==> config.mk <==
export PLATFORM = sky130hd
export DESIGN_NAME = hlc_regs
export DESIGN_NICKNAME = d
export VERILOG_FILES = /design/src/logic/hlc_pkg.sv /design/src/logic/hlc_regs.sv
export SDC_FILE = /design/constraint.sdc
export NUM_CORES = 1
export LEC_CHECK = 0
export ABC_AREA = 0
export BUFFER_PORTS_ARGS = -buffer_cell sky130_fd_sc_hd__buf_2
export CAP_MARGIN = 30
export CELL_PAD_IN_SITES_DETAIL_PLACEMENT = 0
export CELL_PAD_IN_SITES_GLOBAL_PLACEMENT = 2
export CORE_MARGIN = 2
export CORE_UTILIZATION = 30
export CTS_CLUSTER_DIAMETER = 30
export DETAILED_ROUTE_END_ITERATION = 8
export PLACE_DENSITY_LB_ADDON = 0.05
export SYNTH_ARGS = -nofsm -noshare
export SYNTH_HDL_FRONTEND = slang
export SYNTH_SLANG_ARGS = --single-unit
export TNS_END_PERCENT = 1
==> constraint.sdc <==
create_clock -name clk_i -period 2.6 [get_ports clk_i]
set_input_delay 0.13 -clock clk_i [delete_from_list [all_inputs] [get_ports clk_i]]
set_output_delay 0.13 -clock clk_i [all_outputs]
set_load 0.005 [all_outputs]
==> src/logic/hlc_pkg.sv <==
package hlc_pkg;

   // Register byte offsets, used directly as Wishbone byte addresses
   localparam logic [7:0] HLC_ADDR_HOLD_CFG   = 8'h5c;
   localparam logic [7:0] HLC_ADDR_HOLD_F0    = 8'h5d;
   localparam logic [7:0] HLC_ADDR_HOLD_F1    = 8'h5e;
   localparam logic [7:0] HLC_ADDR_HOLD_F2    = 8'h5f;
   localparam logic [7:0] HLC_ADDR_SEC_PATH   = 8'h60;
   localparam logic [7:0] HLC_ADDR_SEC_LOCK   = 8'h61;
   localparam logic [7:0] HLC_ADDR_CUR_F0     = 8'h62;
   localparam logic [7:0] HLC_ADDR_CUR_F1     = 8'h63;
   localparam logic [7:0] HLC_ADDR_CUR_F2     = 8'h64;
   localparam logic [7:0] HLC_ADDR_SOFT_LIM   = 8'h65;
   localparam logic [7:0] HLC_ADDR_HARD_L0    = 8'h66;
   localparam logic [7:0] HLC_ADDR_HARD_L1    = 8'h67;
   localparam logic [7:0] HLC_ADDR_PHASE_0    = 8'h68;
   localparam logic [7:0] HLC_ADDR_PHASE_1    = 8'h69;
   localparam logic [7:0] HLC_ADDR_APLL_BW    = 8'h6a;

   // Reset values
   localparam logic [7:0]  HLC_RST_HOLD_CFG  = 8'h44;
   localparam logic [23:0] HLC_RST_HOLD_FREQ = 24'h000000;
   localparam logic [3:0]  HLC_RST_SEC_INPUT = 4'h4;
   localparam logic [2:0]  HLC_RST_DAMPING   = 3'h3;
   localparam logic [1:0]  HLC_RST_LOCK_BW   = 2'h0;
   localparam logic [7:0]  HLC_RST_SOFT_LIM  = 8'h80;
   localparam logic [15:0] HLC_RST_HARD_LIM  = 16'h00ab;
   localparam logic [1:0]  HLC_RST_APLL_BW   = 2'h1;

   // Field positions in the method register
   localparam int HLC_BIT_MANUAL   = 7;
   localparam int HLC_BIT_AVG_ON   = 6;
   localparam int HLC_BIT_FAST     = 5;
   localparam int HLC_BIT_READBACK = 4;

   // Offset acquisition method applied by the loop
   typedef enum logic [1:0] {
      HLC_ACQ_INSTANT = 2'b00,
      HLC_ACQ_SLOW    = 2'b01,
      HLC_ACQ_FAST    = 2'b10,
      HLC_ACQ_MANUAL  = 2'b11
   } hlc_acq_t;

   // Configuration handed to the loop logic
   typedef struct packed {
      hlc_acq_t    holdover_method;
      logic [1:0]  temp_holdover_method;
      logic [23:0] holdover_offset_value;
      logic [3:0]  secondary_analog_input_sel;
      logic [1:0]  secondary_mixed_path_sel;
      logic [1:0]  secondary_pdh_path_sel;
      logic [2:0]  secondary_locked_damping;
      logic [1:0]  secondary_locked_bandwidth;
      logic        loss_on_hard_alarm;
      logic [6:0]  soft_limit_value;
      logic [15:0] hard_limit_value;
      logic [1:0]  primary_analog_bandwidth;
      logic [1:0]  secondary_analog_bandwidth;
   } hlc_cfg_t;

   // Status arriving from the loop logic
   typedef struct packed {
      logic [23:0] current_loop_frequency;
      logic [15:0] phase_error_value;
      logic [23:0] slow_avg_offset;
      logic [23:0] fast_averaging_offset;
   } hlc_sts_t;

endpackage : hlc_pkg

==> src/logic/hlc_regs.sv <==
`timescale 1ns/1ps
// Operation
// - Manual bit set selects manual offset, else averaging off is instantaneous, slow or fast.
// - Read-back bit chooses written value or the acquired slow or fast average on holdover reads.
// - Holdover offset is a signed 24-bit value in three bytes, 0.000011 ppm per step.
// - Secondary analog input select is four bits, top-bit codes reserved, default 0100.
// - Mixed-rate path select low bit resets from the line-standard strap.
// - PDH path select low bit resets from the line-standard strap.
// - Locked damping code 001..101 valid, default 011, others reserved.
// - Locked bandwidth code, default 00 meaning 18 Hz.
// - Seven-bit soft limit shared by both loops, 0.724 ppm per step.
// - Sixteen-bit hard limit in two bytes, 0.0014 ppm per step.
// - Loss-on-hard-alarm bit, default 1, makes a hard alarm declare the loop unlocked.
// - Phase error is a 16-bit two's-complement read-only value in two bytes, 0.61 ns per step.
// - Each analog loop has a two-bit bandwidth field, default 01, in one register.
module hlc_regs
   import hlc_pkg::*;
(
   // System clock, reset and enable
   input  wire logic        clk_i,
   input  wire logic        rst_i,
   input  wire logic        ce_i,
   // Asynchronous strap pin
   input  wire logic        line_standard_strap_i,
   // Register bus
   input  wire logic        wb_cyc_i,
   input  wire logic        wb_stb_i,
   input  wire logic        wb_we_i,
   input  wire logic [7:0]  wb_adr_i,
   input  wire logic [7:0]  wb_dat_i,
   input  wire logic        wb_sel_i,
   output logic      [7:0]  wb_dat_o,
   output logic             wb_ack_o,
   output logic             wb_err_o,
   // Loop logic side
   input  wire hlc_sts_t    sts_i,
   input  wire logic [1:0]  hard_alarm_i,
   // Configuration out and lock loss
   output hlc_cfg_t         cfg_o,
   output logic      [1:0]  loop_unlocked_o
);

   // Strap synchroniser; first stage feeds only the second
   logic strap_s1_q;
   logic strap_s2_q;
   // Marks the one cycle after reset in which the strap is copied
   logic strap_seen_q;
   logic strap_seen_d;

   // Writable state
   logic [7:0]  hold_cfg_q,  hold_cfg_d;
   logic [23:0] hold_freq_q, hold_freq_d;
   logic [3:0]  sec_in_q,    sec_in_d;
   logic [1:0]  mixed_q,     mixed_d;
   logic [1:0]  pdh_q,       pdh_d;
   logic [2:0]  damp_q,      damp_d;
   logic [1:0]  lbw_q,       lbw_d;
   logic [7:0]  soft_q,      soft_d;
   logic [15:0] hard_q,      hard_d;
   logic [1:0]  p_bw_q,      p_bw_d;
   logic [1:0]  s_bw_q,      s_bw_d;

   // Bus state
   logic [7:0] rdata_q, rdata_d;
   logic       ack_q,   ack_d;
   logic       err_q,   err_d;
   wire logic [1:0] unl_all;

   // Request decode and holdover read-back source
   logic       req;
   logic       wr;
   logic       hit;
   logic [23:0] hold_rd;

   // A request is taken only while no answer stands, so a master that holds
   // stb through its ack edge is not taken twice; the held stb is taken again
   // after the one idle cycle in which ack falls.
   assign req = wb_cyc_i && wb_stb_i && !ack_q && !err_q;
   assign wr  = req && wb_we_i && wb_sel_i;

   // Strap path: two flops, no reset needed on data
   // The pin is asynchronous, so only the second flop feeds any logic
   always_ff @(posedge clk_i) begin
      if (ce_i) begin
         strap_s1_q <= line_standard_strap_i;
         strap_s2_q <= strap_s1_q;
      end
   end

   // Holdover read-back source selection
   // Averaged values are live from the loop, not captured at the bus
   always_comb begin
      if (!hold_cfg_q[HLC_BIT_READBACK]) begin
         hold_rd = hold_freq_q;
      end else if (hold_cfg_q[HLC_BIT_FAST]) begin
         hold_rd = sts_i.fast_averaging_offset;
      end else begin
         hold_rd = sts_i.slow_avg_offset;
      end
   end

   // Register write decode. Later assignments win, so a bus write to the path
   // byte in the strap cycle overrides the strap load. A write with sel low
   // is still acked but stores nothing.
   always_comb begin
      hold_cfg_d   = hold_cfg_q;
      hold_freq_d  = hold_freq_q;
      sec_in_d     = sec_in_q;
      mixed_d      = mixed_q;
      pdh_d        = pdh_q;
      damp_d       = damp_q;
      lbw_d        = lbw_q;
      soft_d       = soft_q;
      hard_d       = hard_q;
      p_bw_d       = p_bw_q;
      s_bw_d       = s_bw_q;
      strap_seen_d = 1'b1;

      // Strap value lands once, first enabled cycle after reset release
      if (!strap_seen_q) begin
         mixed_d[0] = strap_s2_q;
         pdh_d[0]   = strap_s2_q;
      end

      // Only taken writes store
      if (wr) begin
         unique case (wb_adr_i)
            // Bits 1:0 are reserved and kept at zero
            HLC_ADDR_HOLD_CFG: begin
               hold_cfg_d = {wb_dat_i[7:2], 2'b00};
            end
            // Offset bytes are independent; no shadow, so a live value changes
            HLC_ADDR_HOLD_F0: begin
               hold_freq_d[7:0] = wb_dat_i;
            end
            // Middle offset byte
            HLC_ADDR_HOLD_F1: begin
               hold_freq_d[15:8] = wb_dat_i;
            end
            // Top offset byte holds the sign
            HLC_ADDR_HOLD_F2: begin
               hold_freq_d[23:16] = wb_dat_i;
            end
            // Reserved input codes are stored as written
            HLC_ADDR_SEC_PATH: begin
               sec_in_d = wb_dat_i[7:4];
               mixed_d  = wb_dat_i[3:2];
               pdh_d    = wb_dat_i[1:0];
            end
            // Bits 4:2 are reserved and not stored
            HLC_ADDR_SEC_LOCK: begin
               damp_d = wb_dat_i[7:5];
               lbw_d  = wb_dat_i[1:0];
            end
            // Top bit is the loss-on-hard-alarm enable
            HLC_ADDR_SOFT_LIM: begin
               soft_d = wb_dat_i;
            end
            // Hard limit low byte
            HLC_ADDR_HARD_L0: begin
               hard_d[7:0] = wb_dat_i;
            end
            // Hard limit high byte
            HLC_ADDR_HARD_L1: begin
               hard_d[15:8] = wb_dat_i;
            end
            // Both analog loop fields share one byte
            HLC_ADDR_APLL_BW: begin
               p_bw_d = wb_dat_i[5:4];
               s_bw_d = wb_dat_i[1:0];
            end
            // Status bytes take the write and drop it
            HLC_ADDR_CUR_F0,
            HLC_ADDR_CUR_F1,
            HLC_ADDR_CUR_F2,
            HLC_ADDR_PHASE_0,
            HLC_ADDR_PHASE_1: begin
               hold_cfg_d = hold_cfg_q;
            end
            // Unmapped places store nothing; the read side raises err
            default: begin
               hold_cfg_d = hold_cfg_q;
            end
         endcase
      end
   end

   // Read mux and answer. Data is captured at the taking edge and stands until
   // the next taken request; reserved bits always read as zero.
   always_comb begin
      // Every place is mapped unless the default below says otherwise
      rdata_d = rdata_q;
      hit     = 1'b1;
      unique case (wb_adr_i)
         // Method byte, reserved low bits as zero
         HLC_ADDR_HOLD_CFG: begin
            rdata_d = {hold_cfg_q[7:2], 2'b00};
         end
         // Offset bytes follow the read-back selection
         HLC_ADDR_HOLD_F0: begin
            rdata_d = hold_rd[7:0];
         end
         // Middle offset byte
         HLC_ADDR_HOLD_F1: begin
            rdata_d = hold_rd[15:8];
         end
         // Top offset byte
         HLC_ADDR_HOLD_F2: begin
            rdata_d = hold_rd[23:16];
         end
         // Input select and both output selects
         HLC_ADDR_SEC_PATH: begin
            rdata_d = {sec_in_q, mixed_q, pdh_q};
         end
         // Damping, reserved gap, bandwidth
         HLC_ADDR_SEC_LOCK: begin
            rdata_d = {damp_q, 3'b000, lbw_q};
         end
         // Live frequency; bytes are not captured together, so a carry can tear
         HLC_ADDR_CUR_F0: begin
            rdata_d = sts_i.current_loop_frequency[7:0];
         end
         // Frequency middle byte
         HLC_ADDR_CUR_F1: begin
            rdata_d = sts_i.current_loop_frequency[15:8];
         end
         // Frequency top byte
         HLC_ADDR_CUR_F2: begin
            rdata_d = sts_i.current_loop_frequency[23:16];
         end
         // Enable bit and soft limit
         HLC_ADDR_SOFT_LIM: begin
            rdata_d = soft_q;
         end
         // Hard limit low byte
         HLC_ADDR_HARD_L0: begin
            rdata_d = hard_q[7:0];
         end
         // Hard limit high byte
         HLC_ADDR_HARD_L1: begin
            rdata_d = hard_q[15:8];
         end
         // Live phase error, low byte
         HLC_ADDR_PHASE_0: begin
            rdata_d = sts_i.phase_error_value[7:0];
         end
         // Phase error high byte
         HLC_ADDR_PHASE_1: begin
            rdata_d = sts_i.phase_error_value[15:8];
         end
         // Analog bandwidths with reserved gaps
         HLC_ADDR_APLL_BW: begin
            rdata_d = {2'b00, p_bw_q, 2'b00, s_bw_q};
         end
         // Unmapped place: no data, answered with err
         default: begin
            rdata_d = 8'h00;
            hit     = 1'b0;
         end
      endcase

      // Idle cycles keep the last read data standing on the bus
      if (!req) begin
         rdata_d = rdata_q;
      end
      ack_d = req && hit;
      err_d = req && !hit;
   end

   // Configuration flops; ce low freezes them along with the bus side
   always_ff @(posedge clk_i) begin
      if (rst_i) begin
         hold_cfg_q   <= HLC_RST_HOLD_CFG;
         hold_freq_q  <= HLC_RST_HOLD_FREQ;
         sec_in_q     <= HLC_RST_SEC_INPUT;
         // Low bits take the strap in the first enabled cycle after release
         mixed_q      <= 2'h0;
         pdh_q        <= 2'h0;
         damp_q       <= HLC_RST_DAMPING;
         lbw_q        <= HLC_RST_LOCK_BW;
         soft_q       <= HLC_RST_SOFT_LIM;
         hard_q       <= HLC_RST_HARD_LIM;
         p_bw_q       <= HLC_RST_APLL_BW;
         s_bw_q       <= HLC_RST_APLL_BW;
         strap_seen_q <= 1'b0;
      end else if (ce_i) begin
         hold_cfg_q   <= hold_cfg_d;
         hold_freq_q  <= hold_freq_d;
         sec_in_q     <= sec_in_d;
         mixed_q      <= mixed_d;
         pdh_q        <= pdh_d;
         damp_q       <= damp_d;
         lbw_q        <= lbw_d;
         soft_q       <= soft_d;
         hard_q       <= hard_d;
         p_bw_q       <= p_bw_d;
         s_bw_q       <= s_bw_d;
         strap_seen_q <= strap_seen_d;
      end
   end

   // Bus answer flops; ack and err pulse once because req masks a standing answer
   // Read data resets to zero so a read before any request is defined
   always_ff @(posedge clk_i) begin
      if (rst_i) begin
         rdata_q <= 8'h00;
         ack_q   <= 1'b0;
         err_q   <= 1'b0;
      end else if (ce_i) begin
         rdata_q <= rdata_d;
         ack_q   <= ack_d;
         err_q   <= err_d;
      end
   end

   // One lock-loss flop per loop; the alarm only counts while the enable is set
   // Bit 0 is the primary loop, bit 1 the secondary
   for (genvar g = 0; g < 2; g++) begin : g_unl
      logic unl_d;
      logic unl_q;
      // Next value for this loop
      always_comb begin
         unl_d = hard_alarm_i[g] & soft_q[7];
      end

      // Registered, so the flag lags the alarm by one cycle but never glitches
      always_ff @(posedge clk_i) begin
         if (rst_i) begin
            unl_q <= 1'b0;
         end else if (ce_i) begin
            unl_q <= unl_d;
         end
      end

      // Each loop drives its own bit of the shared net
      assign unl_all[g] = unl_q;
   end

   // Method decode; manual bit overrides averaging choice
   // Averaging off wins over the fast bit, fast wins over slow
   always_comb begin
      if (hold_cfg_q[HLC_BIT_MANUAL]) begin
         cfg_o.holdover_method = HLC_ACQ_MANUAL;
      end else if (!hold_cfg_q[HLC_BIT_AVG_ON]) begin
         cfg_o.holdover_method = HLC_ACQ_INSTANT;
      end else if (hold_cfg_q[HLC_BIT_FAST]) begin
         cfg_o.holdover_method = HLC_ACQ_FAST;
      end else begin
         cfg_o.holdover_method = HLC_ACQ_SLOW;
      end
      // Remaining fields pass straight from their flops
      cfg_o.temp_holdover_method       = hold_cfg_q[3:2];
      cfg_o.holdover_offset_value      = hold_freq_q;
      cfg_o.secondary_analog_input_sel = sec_in_q;
      cfg_o.secondary_mixed_path_sel   = mixed_q;
      cfg_o.secondary_pdh_path_sel     = pdh_q;
      cfg_o.secondary_locked_damping   = damp_q;
      cfg_o.secondary_locked_bandwidth = lbw_q;
      cfg_o.loss_on_hard_alarm         = soft_q[7];
      cfg_o.soft_limit_value           = soft_q[6:0];
      cfg_o.hard_limit_value           = hard_q;
      cfg_o.primary_analog_bandwidth   = p_bw_q;
      cfg_o.secondary_analog_bandwidth = s_bw_q;
   end

   // Outputs straight from flops
   assign wb_dat_o        = rdata_q;
   assign wb_ack_o        = ack_q;
   assign wb_err_o        = err_q;
   assign loop_unlocked_o = unl_all;

endmodule : hlc_regs

-- Word level (Yosys, flattened, before mapping)
Cells that the tools add are included.
- register bits after elaboration: 86
- output and inout port bits: 81
- bits of input ports: 114
- bitwise gates (word level): 2
- multiplexer cells: 13
- eq/ne operators: 15
- reductions and logical operators: 22
- operator list (kind ; count):
    equality test 8 x 7 -> 1 bit, second input constant ; 15
    case mux 8 bit (15 select lines) ; 1
    2-to-1 mux 24 bit ; 2
    AND reduction 3 bit ; 10
    OR reduction 15 bit ; 1
    logical AND 1 bit ; 7
    2-to-1 mux 1 bit ; 7
    2-to-1 mux 2 bit ; 3
    zero test 1 bit ; 3
    bitwise AND 1 bit ; 2
    AND reduction 2 bit ; 1

-- Logic depth before layout (Yosys ltp)
Gate-level depths: netlist (run 1).
- depth after elaboration: 6
- gate-level depth with buffers: 7

-- Worst setup path before layout (run 1)
Ideal clock, no wire load.
- kind: reg-to-reg
- start point: register hold_cfg_q[5]
- end point: register rdata_q[6], in the netlist wb_dat_o[6]
- data arrival time: 1.631 ns
- path buffers: 2
- clock period less this slack: 1.756 ns
- cell stages (with the launch flop): 8
- setup slack: 0.844 ns
- required time: 2.475 ns
- path through: dfxtp_1 buf_2 buf_2 mux2i_1 a21oi_1 a22oi_1 nor2_1 o41a_1
- cells in the longest elaborated chain, start to end: 3
- ends and longest elaborated chain (what ; RTL line ; source):
    from (decl) ; hlc_regs.sv:51 ; logic [7:0] hold_cfg_q, hold_cfg_d;
    from (signal assigned) ; hlc_regs.sv:287 ; hold_cfg_q <= hold_cfg_d;
    2-to-1 mux 24 bit ; hlc_regs.sv:95 ; end else if (hold_cfg_q[HLC_BIT_FAST]) begin
    2-to-1 mux 24 bit ; hlc_regs.sv:93 ; if (!hold_cfg_q[HLC_BIT_READBACK]) begin
    case mux 8 bit (15 select lines) ; hlc_regs.sv:194 ; unique case (wb_adr_i)
    to (signal assigned) ; hlc_regs.sv:310 ; rdata_q <= rdata_d;
    to (decl) ; hlc_regs.sv:64 ; logic [7:0] rdata_q, rdata_d;
Every way passes these cells.
A chain may end at the register's enable or synchronous reset.

-- Worst setup path in the final report (run 1)
- start point: register ack_q, in the netlist wb_ack_o
- end point: register hard_q[11]
- cells in the longest elaborated chain, start to end: 6
- ends and longest elaborated chain (what ; RTL line ; source):
    from (decl) ; hlc_regs.sv:65 ; logic ack_q, ack_d;
    from (signal assigned) ; hlc_regs.sv:311 ; ack_q <= ack_d;
    zero test 1 bit ; hlc_regs.sv:78 ; assign req = wb_cyc_i && wb_stb_i && !ack_q && !err_q;
    logical AND 1 bit (2 in a row) ; hlc_regs.sv:78 ;
    logical AND 1 bit (2 in a row) ; hlc_regs.sv:79 ; assign wr = req && wb_we_i && wb_sel_i;
    AND reduction 3 bit (no line) ; -- ;
    to (signal assigned) ; hlc_regs.sv:295 ; hard_q <= hard_d;
    to (decl) ; hlc_regs.sv:59 ; logic [15:0] hard_q, hard_d;
Every way passes these cells.

==> results.sh, run 1 <==
export IMPL_status="finished clean"
export IMPL_wl_met1_um=9460
export IMPL_clk_path_buf_depth=2
export IMPL_io_buffer_count=194
export IMPL_drive_gt1_frac=0.364
export IMPL_highest_layer="met4"
export IMPL_drt_pre_antenna_iters=5
export IMPL_grt_max_degree=69
export IMPL_skew_ps=5.10
export IMPL_stdcell_area_um2=6430
export IMPL_fp_coreArea_um2=15900
export IMPL_syn_nets=661
export IMPL_slew_headroom=0.461
export IMPL_min_path_type="in -> reg"
export IMPL_cap_violations=0
export IMPL_fin_crit_ps=2090
export IMPL_finalNetCount=843
export IMPL_initial_core_util=0.307
export IMPL_slew_viol_final=0
export IMPL_dpl_cell_area_um2=6110
export IMPL_cp_cell_sequence="and4bb_2 > nand4_4 > nor3_4 > buf_4 > mux2i_1 > nor2_1"
export IMPL_worstPathRequired_ps=2810
export IMPL_antenna_found_initial=0
export IMPL_setup_viol=0
export IMPL_r2r_start="wb_ack_o"
export IMPL_yosys_area_top_type="dfxtp_1"
export IMPL_grt_pass1_vias=5149
export IMPL_overflow=0
export IMPL_fin_crit_sh=0.805
export IMPL_hp_start="hard_alarm_i[0]"
export IMPL_fin_setup_tns_ps=0
export IMPL_power_density_nw_per_um2=475
export IMPL_syn_area_um2=4880
export IMPL_avgRoutedWirePerCell_um=21.7
export IMPL_hold_viol=0
export IMPL_antenna_left=0
export IMPL_final_util=0.405
export IMPL_setup_slack_ps=507
export IMPL_row_count=46
export IMPL_power_w=0.00305
export IMPL_timing_fmax_ghz=0.478
export IMPL_met3_length_um=1400
export IMPL_vias=4983
export IMPL_synth_area_top_cells="dfxtp_1 34%, mux2i_1 18%, nor2_1 5.5%"
export IMPL_drt_iter0_drc=307
export IMPL_dieHeight_um=132
export IMPL_ys_types=62
export IMPL_vdd_ir_drop_max_v=0.000289
export IMPL_fp_dieW_um=132
export IMPL_multiInputGateArea_um2=2870
export IMPL_met2_length_um=9490
export IMPL_synth_seq_cells=86
export IMPL_ios=195
export IMPL_diodes=0
export IMPL_crit_slowest_cell="nor3_4"
export IMPL_regArea_um2=1740
export IMPL_cts_buffers=9
export IMPL_ys_seq_area_frac=0.357
export IMPL_synth_top_cell_area_share=0.345
export IMPL_crit_path_end_kind="register"
export IMPL_grt_first_pass_wirelength_um=31500
export IMPL_worstSkewPairLatency_ps=350
export IMPL_dp_final_hpwl_um=15500
export IMPL_worstSetupPathType="reg -> reg"
export IMPL_routabilityCongestion=0.905
export IMPL_pre_cts_slack_ps=341
export IMPL_worstSetupStartpointType="register"
export IMPL_clock_sinks=86
export IMPL_nFillCells=1690
export IMPL_synth_edff_count=2
export IMPL_leakagePower_nw=2.69
export IMPL_syn_area_per_cell_um2=8.92
export IMPL_crit_path_max_incr_delay_ps=420
export IMPL_via_per_inst=5.25
export IMPL_synthFlopType="dfxtp_1"
export IMPL_htree_num_levels=3
export IMPL_async_flop_share=0
export IMPL_finalWirelength_um=20600
export IMPL_startpoint="wb_ack_o"
export IMPL_die_area_um2=17300
export IMPL_grt_usage=0.240
export IMPL_tritoncts="yes"
export IMPL_worstPathMaxFanout=10
export IMPL_synth_cells=547
export IMPL_syn_to_final_growth_pct=31.8
export IMPL_worst_slew_pin_slew_ps=808
export IMPL_clk_pin_slew_ps=70
export IMPL_ctsResizeCount=0
export IMPL_yosysWarnings=0
export IMPL_arrival_ps=2300
export IMPL_cts_root_buf="clkbuf_16"
export IMPL_rsz0062_at_grt="no"
export IMPL_post_route_drc_count=0
worst max-delay path: cells and delay by family, from the launching register on:
kind	cells	cell delay, ps
DFF	1	320
and+or+nand+nor	4	1190
buffers and inverters	1	240
muxes	1	190
Yosys cell counts, types with 3 or more instances:
library cell,instances
mux2i_1,86
dfxtp_1,84
nor2_1,72
o21ai_0,6
buf_1,3
a21oi_1,34
a22oi_1,7
nand2_1,52
buf_4,8
nor3_4,6
and2_1,5
nand3_1,15
o2111ai_1,3
mux2_2,5
o211ai_1,6
nor3b_1,3
a31oi_1,5
inv_1,7
nand4_1,3
nor2b_1,6
o22ai_1,4
clkbuf_1,27
nand2b_1,4
o2bb2ai_1,5
nor3_2,3
a22o_1,4
a211oi_1,4
a2111oi_0,3
buf_2,13
mux4_2,7
a21o_1,5
a32oi_1,4
nor3_1,6
cells by family (layout without fill, tap and decap cells):
group / count (synthesis) / in the layout / synth area share
DFF: 86 / 86 / 0.357
muxes: 98 / 98 / 0.220
buffers and inverters: 60 / 247 / 0.0556
AOI/OAI and AO/OA: 114 / 114 / 0.166
and+or+nand+nor: 189 / 189 / 0.202
area by class of cell:
| cell class | instances | share of cell area |
|---|---|---|
| multi-input cells | 401 | 0.446 |
| flip-flops and latches | 86 | 0.271 |
| repair buffers | 222 | 0.188 |
| well taps | 216 | 0.0420 |
| clock buffers | 11 | 0.0393 |
| clock inverters | 5 | 0.00895 |
| inverters | 9 | 0.00525 |
layer usage:
metal,global-route usage,vias up
met4,0.0682,0
met2,0.387,230
met3,0.0397,18
met1,0.331,2370
met5,0,-
li1,-,2365
per-stage QoR:
stage / instances / hold slack [ps]
3_3_place_gp: 933 / 310
5_1_grt: 950 / 45.7
6_report: 950 / 47.6
4_1_cts: 950 / 37.8
3_5_place_dp: 933 / 314
2_1_floorplan: 547 / 229
registers in the layout, indices dropped and copies added, names as in the netlist, 3 cells and up:
signal,cells
hold_freq_q,24
hard_q,16
soft_q,8
wb_dat_o,8
hold_cfg_q,6
sec_in_q,4
damp_q,3
report_power, final:
| group | internal, W | switching (W) | total, W |
|---|---|---|---|
| registers | 0.00133 | 0.00000521 | 0.00134 |
| clock network | 0.000796 | 0.000580 | 0.00138 |
| logic | 0.000138 | 0.000202 | 0.000340 |
| total | 0.00226 | 0.000788 | 0.00305 |
layout by cell type (no fill, tap or decap), types with 4 or more instances in the layout:
cell type,count
a211oi_1,4
a21o_1,5
a21oi_1,34
a22o_1,4
a22oi_1,7
a31oi_1,5
a32oi_1,4
and2_1,5
buf_2,194
buf_4,25
clkbuf_16,9
dfxtp_1,84
inv_1,7
mux2_2,5
mux2i_1,86
mux4_2,7
nand2_1,52
nand2b_1,4
nand3_1,15
nor2_1,72
nor2b_1,6
nor3_1,6
nor3_4,6
o211ai_1,6
o21ai_0,6
o22ai_1,4
o2bb2ai_1,5
what timing repair did:
item,CTS,global route
setup buffers,0,0
hold endpoints to repair,1,0
hold buffers,1,0
final timing paths:
check                                 endpoint  slack, ps  depth (start not counted)
worst max-delay path                hard_q[11]        510                          6
worst min-delay path            g_unl[0].unl_q         50                          3
worst max register to register      hard_q[11]        510                          6
worst min register to register      strap_s2_q        450                          0
Note: power is estimated with default switching activity, not from simulation.
==> inputs of run 2 (changes only) <==
--- a/config.mk
+++ b/config.mk
@@ -11,7 +11,7 @@
 export CELL_PAD_IN_SITES_DETAIL_PLACEMENT = 0
 export CELL_PAD_IN_SITES_GLOBAL_PLACEMENT = 2
 export CORE_MARGIN = 2
-export CORE_UTILIZATION = 30
+export CORE_UTILIZATION = 28
 export CTS_CLUSTER_DIAMETER = 30
 export DETAILED_ROUTE_END_ITERATION = 8
 export PLACE_DENSITY_LB_ADDON = 0.05
==> constraint.sdc (replaced) <==
create_clock -name clk_i -period 2.2 [get_ports clk_i]
set_input_delay 0.11 -clock clk_i [delete_from_list [all_inputs] [get_ports clk_i]]
set_output_delay 0.11 -clock clk_i [all_outputs]
set_load 0.005 [all_outputs]
==> run 2 against run 1 <==
Combinational power rose by 24%. Global-route usage fell by 0.71 points. Clock power rose by 16%. Clock-buffer cell count did not move. Cell area rose by 2.3%. Critical path type unchanged. Critical endpoint is now wb_dat_o[7]. Largest power group unchanged.
==> results.sh, run 2 (synthesis gave the netlist of run 1 again) <==
export IMPL_place_inst=955
export IMPL_htree_num_levels=3
export IMPL_grtUsageMet3=0.0492
export IMPL_post_route_drc_count=0
export IMPL_grt_first_pass_wirelength_um=31600
export IMPL_p_comb_frac=0.117
export IMPL_vias=5047
export IMPL_drive_gt1_frac=0.373
export IMPL_cts_root_buf="clkbuf_16"
export IMPL_regMostFlops="hold_freq_q"
export IMPL_post_cts_setup_buffers=0
export IMPL_crit_slowest_cell="mux4_2"
export IMPL_fp_dieW_um=136
export IMPL_syn_to_final_growth_pct=34.9
export IMPL_clockPowerShare=0.445
export IMPL_hold_viol=0
export IMPL_dp_final_hpwl_um=16800
export IMPL_antenna_found_initial=0
export IMPL_crit_family="compound AO/OA/AOI/OAI gates"
export IMPL_p_sw_frac=0.262
export IMPL_worst_slew_pin_slew_ps=637
export IMPL_worstSkewPairLatency_ps=340
export IMPL_cap_violations=0
export IMPL_tritoncts="yes"
export IMPL_grt_pass1_vias=5019
export IMPL_power_frac_seq=0.438
export IMPL_min_path_type="in -> reg"
export IMPL_r2r_end="wb_dat_o[7]"
export IMPL_worstRegToRegCells=5
export IMPL_final_common_cell="buf_2"
export IMPL_grt_busiest_layer="met2"
export IMPL_clk_path_buf_depth=2
export IMPL_overflow=0
export IMPL_reg2reg_slack_ps=170
export IMPL_leakagePower_nw=2.77
export IMPL_final_cell_mix="194 x buf_2, 86 x mux2i_1, 84 x dfxtp_1"
export IMPL_slew_headroom=0.575
export IMPL_cts_buffers=9
export IMPL_reg_top3="hold_freq_q (24), hard_q (16)"
export IMPL_p_switching_w=0.000945
export IMPL_largest_register_ffs=24
export IMPL_avgRoutedWirePerCell_um=22.1
export IMPL_ctsResizeCount=0
export IMPL_finalNetCount=856
export IMPL_worstSetupEndpoint="wb_dat_o[7]"
export IMPL_arrival_ps=2270
export IMPL_worstSetupStartpointType="register"
export IMPL_vdd_ir_drop_max_v=0.000432
export IMPL_grt_max_degree=26
export IMPL_power_density_nw_per_um2=548
export IMPL_cp_cell_sequence="buf_12 > mux4_2 > o211ai_1 > a31oi_1 > o311a_1"
export IMPL_clock_sinks=86
export IMPL_rsz0062_at_grt="no"
export IMPL_fin_crit_sh=0.924
export IMPL_met2_usage=0.370
export IMPL_slew_viol_final=0
export IMPL_fin_crit_ps=2030
export IMPL_status="finished clean"
export IMPL_worstPathMaxFanout=24
export IMPL_worstPathRequired_ps=2440
export IMPL_io_buffer_count=194
export IMPL_row_count=48
export IMPL_fin_setup_tns_ps=0
export IMPL_initial_core_util=0.284
export IMPL_via_per_inst=5.19
export IMPL_final_util=0.383
export IMPL_fp_coreArea_um2=17200
export IMPL_worstSetupPathType="reg -> reg"
export IMPL_finalWirelength_um=21500
export IMPL_routabilityCongestion=0.859
export IMPL_internal_power_w=0.00266
export IMPL_die_area_um2=18500
export IMPL_grt_usage=0.233
export IMPL_skew_ps=7.91
export IMPL_drt_pre_antenna_iters=5
export IMPL_dieHeight_um=136
export IMPL_antenna_left=0
export IMPL_diodes=0
export IMPL_r2r_start="hold_cfg_q[5]"
export IMPL_setup_viol=0
export IMPL_clk_pin_slew_ps=70
export IMPL_timing_fmax_ghz=0.492
export IMPL_crit_path_end_kind="register"
export IMPL_holdWs_ps=36.9
export IMPL_use_met1=0.321
export IMPL_drt_iter0_drc=396
export IMPL_final_cells=972
export IMPL_startpoint="hold_cfg_q[5]"
export IMPL_path_depth=5
export IMPL_ios=195
export IMPL_crit_buf_inv=1
export IMPL_crit_path_max_incr_delay_ps=520
==> run 2: changes by cell type in the layout (fill, tap and decap cells not counted) <==
cell	delta
clkbuf_8	-1
buf_12	+4
clkbuf_1	+1
buf_4	+9
clkinv_4	+1
clkinvlp_4	-1
==> run 2: through the flow <==
stage / cell area (um^2) / setup WS (ps) / total power (W)
after global placement: 6270 / 215 / 0.00203
after floorplan: 4880 / 444 / 0.00180
after CTS: 6580 / 164 / 0.00363
after detailed placement: 6270 / 182 / 0.00203
final: 6580 / 167 / 0.00360
after global routing: 6580 / 89.0 / 0.00373
==> run 2: power groups by stage <==
stage / Clock, W / Sequential, W / Combinational, W
3_3_place_gp: 0 / 0.00161 / 0.000422
3_5_place_dp: 0 / 0.00161 / 0.000420
4_1_cts: 0.00163 / 0.00158 / 0.000423
2_1_floorplan: 0 / 0.00161 / 0.000191
5_1_grt: 0.00170 / 0.00158 / 0.000452
6_report: 0.00160 / 0.00158 / 0.000422
==> run 2: worst min-delay path, stage by stage <==
cell and delay, ps:
buf_2 90, nand3_1 70, a21oi_1 60
==> run 2: repair_timing <==
action	CTS	global route
endpoints found under the hold margin	1	0
endpoints found under the setup margin	0	0
hold buffers	1	0
==> run 2: metal layers <==
metal | part of all wire | vias up
met5 | 0 | -
met2 | 0.46 | 191
met3 | 0.061 | 26
li1 | - | 2388
met1 | 0.46 | 2442
met4 | 0.019 | 0
==> run 2: final cells by class <==
type | instances | area [um^2]
Clock buffer | 11 | 243
Timing Repair Buffer | 235 | 1360
Fill cell | 1877 | 10600
Sequential cell | 86 | 1740
Inverter | 9 | 33.8
Tap cell | 225 | 282
Multi-Input combinational cell | 401 | 2870
Clock inverter | 5 | 58.8
==> run 2: worst min-delay path by stage <==
stage	startpoint	to	slack [ps]	depth (start not counted)
6_report	hard_alarm_i[0]	g_unl[0].unl_q	40	3
5_1_grt	hard_alarm_i[1]	g_unl[1].unl_q	60	3
4_1_cts	hard_alarm_i[1]	g_unl[1].unl_q	30	3
3_5_place_dp	line_standard_strap_i	strap_s1_q	290	1
3_3_place_gp	line_standard_strap_i	strap_s1_q	290	1
2_1_floorplan	line_standard_strap_i	strap_s1_q	210	0
==> inputs of run 3 (changes only) <==
--- a/config.mk
+++ b/config.mk
@@ -15,6 +15,7 @@
 export CTS_CLUSTER_DIAMETER = 30
 export DETAILED_ROUTE_END_ITERATION = 8
 export PLACE_DENSITY_LB_ADDON = 0.05
+export RECOVER_POWER = 25
 export SYNTH_ARGS = -nofsm -noshare
 export SYNTH_HDL_FRONTEND = slang
 export SYNTH_SLANG_ARGS = --single-unit
==> run 3 against run 2 <==
Die area stayed put. Via count is 0.65% higher. Fmax hardly changed. Combinational power hardly changed. Sequential cell count stayed put. Register-to-register slack hardly changed. First-iteration DRC count is 4.0% lower. Cell count stayed put. Clock-buffer cell count stayed put.
==> results.sh, run 3 (synthesis gave the netlist of run 1 again) <==
export IMPL_use_met1=0.321
export IMPL_drive_gt1_frac=0.352
export IMPL_grt_pass1_vias=5019
export IMPL_final_cell_mix="178 x buf_2, 86 x mux2i_1, 84 x dfxtp_1"
export IMPL_syn_to_final_growth_pct=34.5
export IMPL_vias=5080
export IMPL_worst_slew_pin_slew_ps=632
export IMPL_row_count=48
export IMPL_cap_violations=0
export IMPL_crit_path_max_incr_delay_ps=520
export IMPL_antenna_found_initial=0
export IMPL_avgRoutedWirePerCell_um=22.1
export IMPL_crit_family="compound AO/OA/AOI/OAI gates"
export IMPL_drt_iter0_drc=380
export IMPL_timing_fmax_ghz=0.492
export IMPL_ios=195
export IMPL_skew_ps=7.53
export IMPL_min_path_type="in -> reg"
export IMPL_slew_viol_final=0
export IMPL_crit_path_end_kind="register"
export IMPL_finalNetCount=856
export IMPL_hold_viol=0
export IMPL_diodes=0
export IMPL_finalWirelength_um=21500
export IMPL_worstPathRequired_ps=2430
export IMPL_slew_headroom=0.579
export IMPL_worstPathMaxFanout=24
export IMPL_clock_sinks=86
export IMPL_leakagePower_nw=2.70
export IMPL_power_density_nw_per_um2=549
export IMPL_cts_buffers=9
export IMPL_routabilityCongestion=0.859
export IMPL_reg_top3="hold_freq_q (24), hard_q (16)"
export IMPL_regMostFlops="hold_freq_q"
export IMPL_overflow=0
export IMPL_fin_crit_ps=2030
export IMPL_clk_path_buf_depth=2
export IMPL_antenna_left=0
export IMPL_setup_slack_ps=167
export IMPL_final_common_cell="buf_2"
export IMPL_tritoncts="yes"
export IMPL_cp_cell_sequence="buf_12 > mux4_2 > o211ai_1 > a31oi_1 > o311a_1"
export IMPL_grt_first_pass_wirelength_um=31600
export IMPL_fp_coreArea_um2=17200
export IMPL_worstSetupStartpointType="register"
export IMPL_post_route_drc_count=0
export IMPL_htree_num_levels=3
export IMPL_rsz0062_at_grt="no"
export IMPL_grt_busiest_layer="met2"
export IMPL_fp_dieW_um=136
export IMPL_die_area_um2=18500
export IMPL_cts_root_buf="clkbuf_16"
export IMPL_fin_crit_sh=0.924
export IMPL_worstSkewPairLatency_ps=340
export IMPL_crit_slowest_cell="mux4_2"
export IMPL_grtUsageMet3=0.0492
export IMPL_pre_cts_slack_ps=182
export IMPL_via_per_inst=5.23
export IMPL_grt_usage=0.233
export IMPL_worstSetupPathType="reg -> reg"
export IMPL_crit_buf_inv=1
export IMPL_largest_register_ffs=24
export IMPL_status="finished clean"
export IMPL_grt_max_degree=26
export IMPL_post_cts_setup_buffers=0
export IMPL_met2_usage=0.370
export IMPL_drt_pre_antenna_iters=5
export IMPL_dieHeight_um=136
export IMPL_initial_core_util=0.284
export IMPL_fin_setup_tns_ps=0
export IMPL_arrival_ps=2270
export IMPL_setup_viol=0
export IMPL_io_buffer_count=194
export IMPL_vdd_ir_drop_max_v=0.000426
export IMPL_dp_final_hpwl_um=16800
export IMPL_clk_pin_slew_ps=70
[run 3: worst reg2reg max path, stage by stage, from the launching register on]
cell and delay, ps:
dfxtp_1 410, buf_12 220, mux4_2 530, o211ai_1 330, a31oi_1 130, o311a_1 300
[run 3: path summary, 6_finish.rpt]
kind | from | end | slack (ps) | cells past startpoint
min | hard_alarm_i[0] | g_unl[0].unl_q | 40 | 3
max | hold_cfg_q[5] | wb_dat_o[7] | 170 | 5
min reg2reg | strap_s1_q | strap_s2_q | 430 | 0
max reg2reg | hold_cfg_q[5] | wb_dat_o[7] | 170 | 5
[run 3: layer usage]
metal / up-vias / part of all wire
met5: - / 0
met4: 0 / 0.016
met3: 20 / 0.069
met2: 207 / 0.46
met1: 2462 / 0.46
li1: 2391 / -
[run 3: repair_timing]
item,4_1_cts,5_1_grt
endpoints found under the hold margin,1,0
gates resized for setup,0,0
endpoints found under the setup margin,0,0
hold buffers,1,0
[run 3: final cells by class]
class	instances	area, um^2
clock buffer	11	243
sequential	86	1740
inverter	9	33.8
tap	225	282
multi-input combinational	401	2870
timing repair buffer	235	1340
fill	1886	10600
clock inverter	5	58.8
[run 3: stage by stage]
step	utilization	area (um^2)	cells	power, W	hold WS, ps
CTS	0.383	6580	972	0.00363	29.8
detailed placement	0.365	6270	955	0.00203	289
finish	0.382	6560	972	0.00360	38.2
global placement	0.365	6270	955	0.00203	288
floorplan	-	4880	547	0.00180	209
global route	0.382	6560	972	0.00373	64.3
[run 3: where the power goes]
| part | switching, W | internal, W | leakage (nW) |
|---|---|---|---|
| registers | 0.00000592 | 0.00157 | 0.697 |
| logic | 0.000247 | 0.000173 | 1.86 |
| clock network | 0.000687 | 0.000913 | 0.142 |
| total | 0.000941 | 0.00266 | 2.70 |
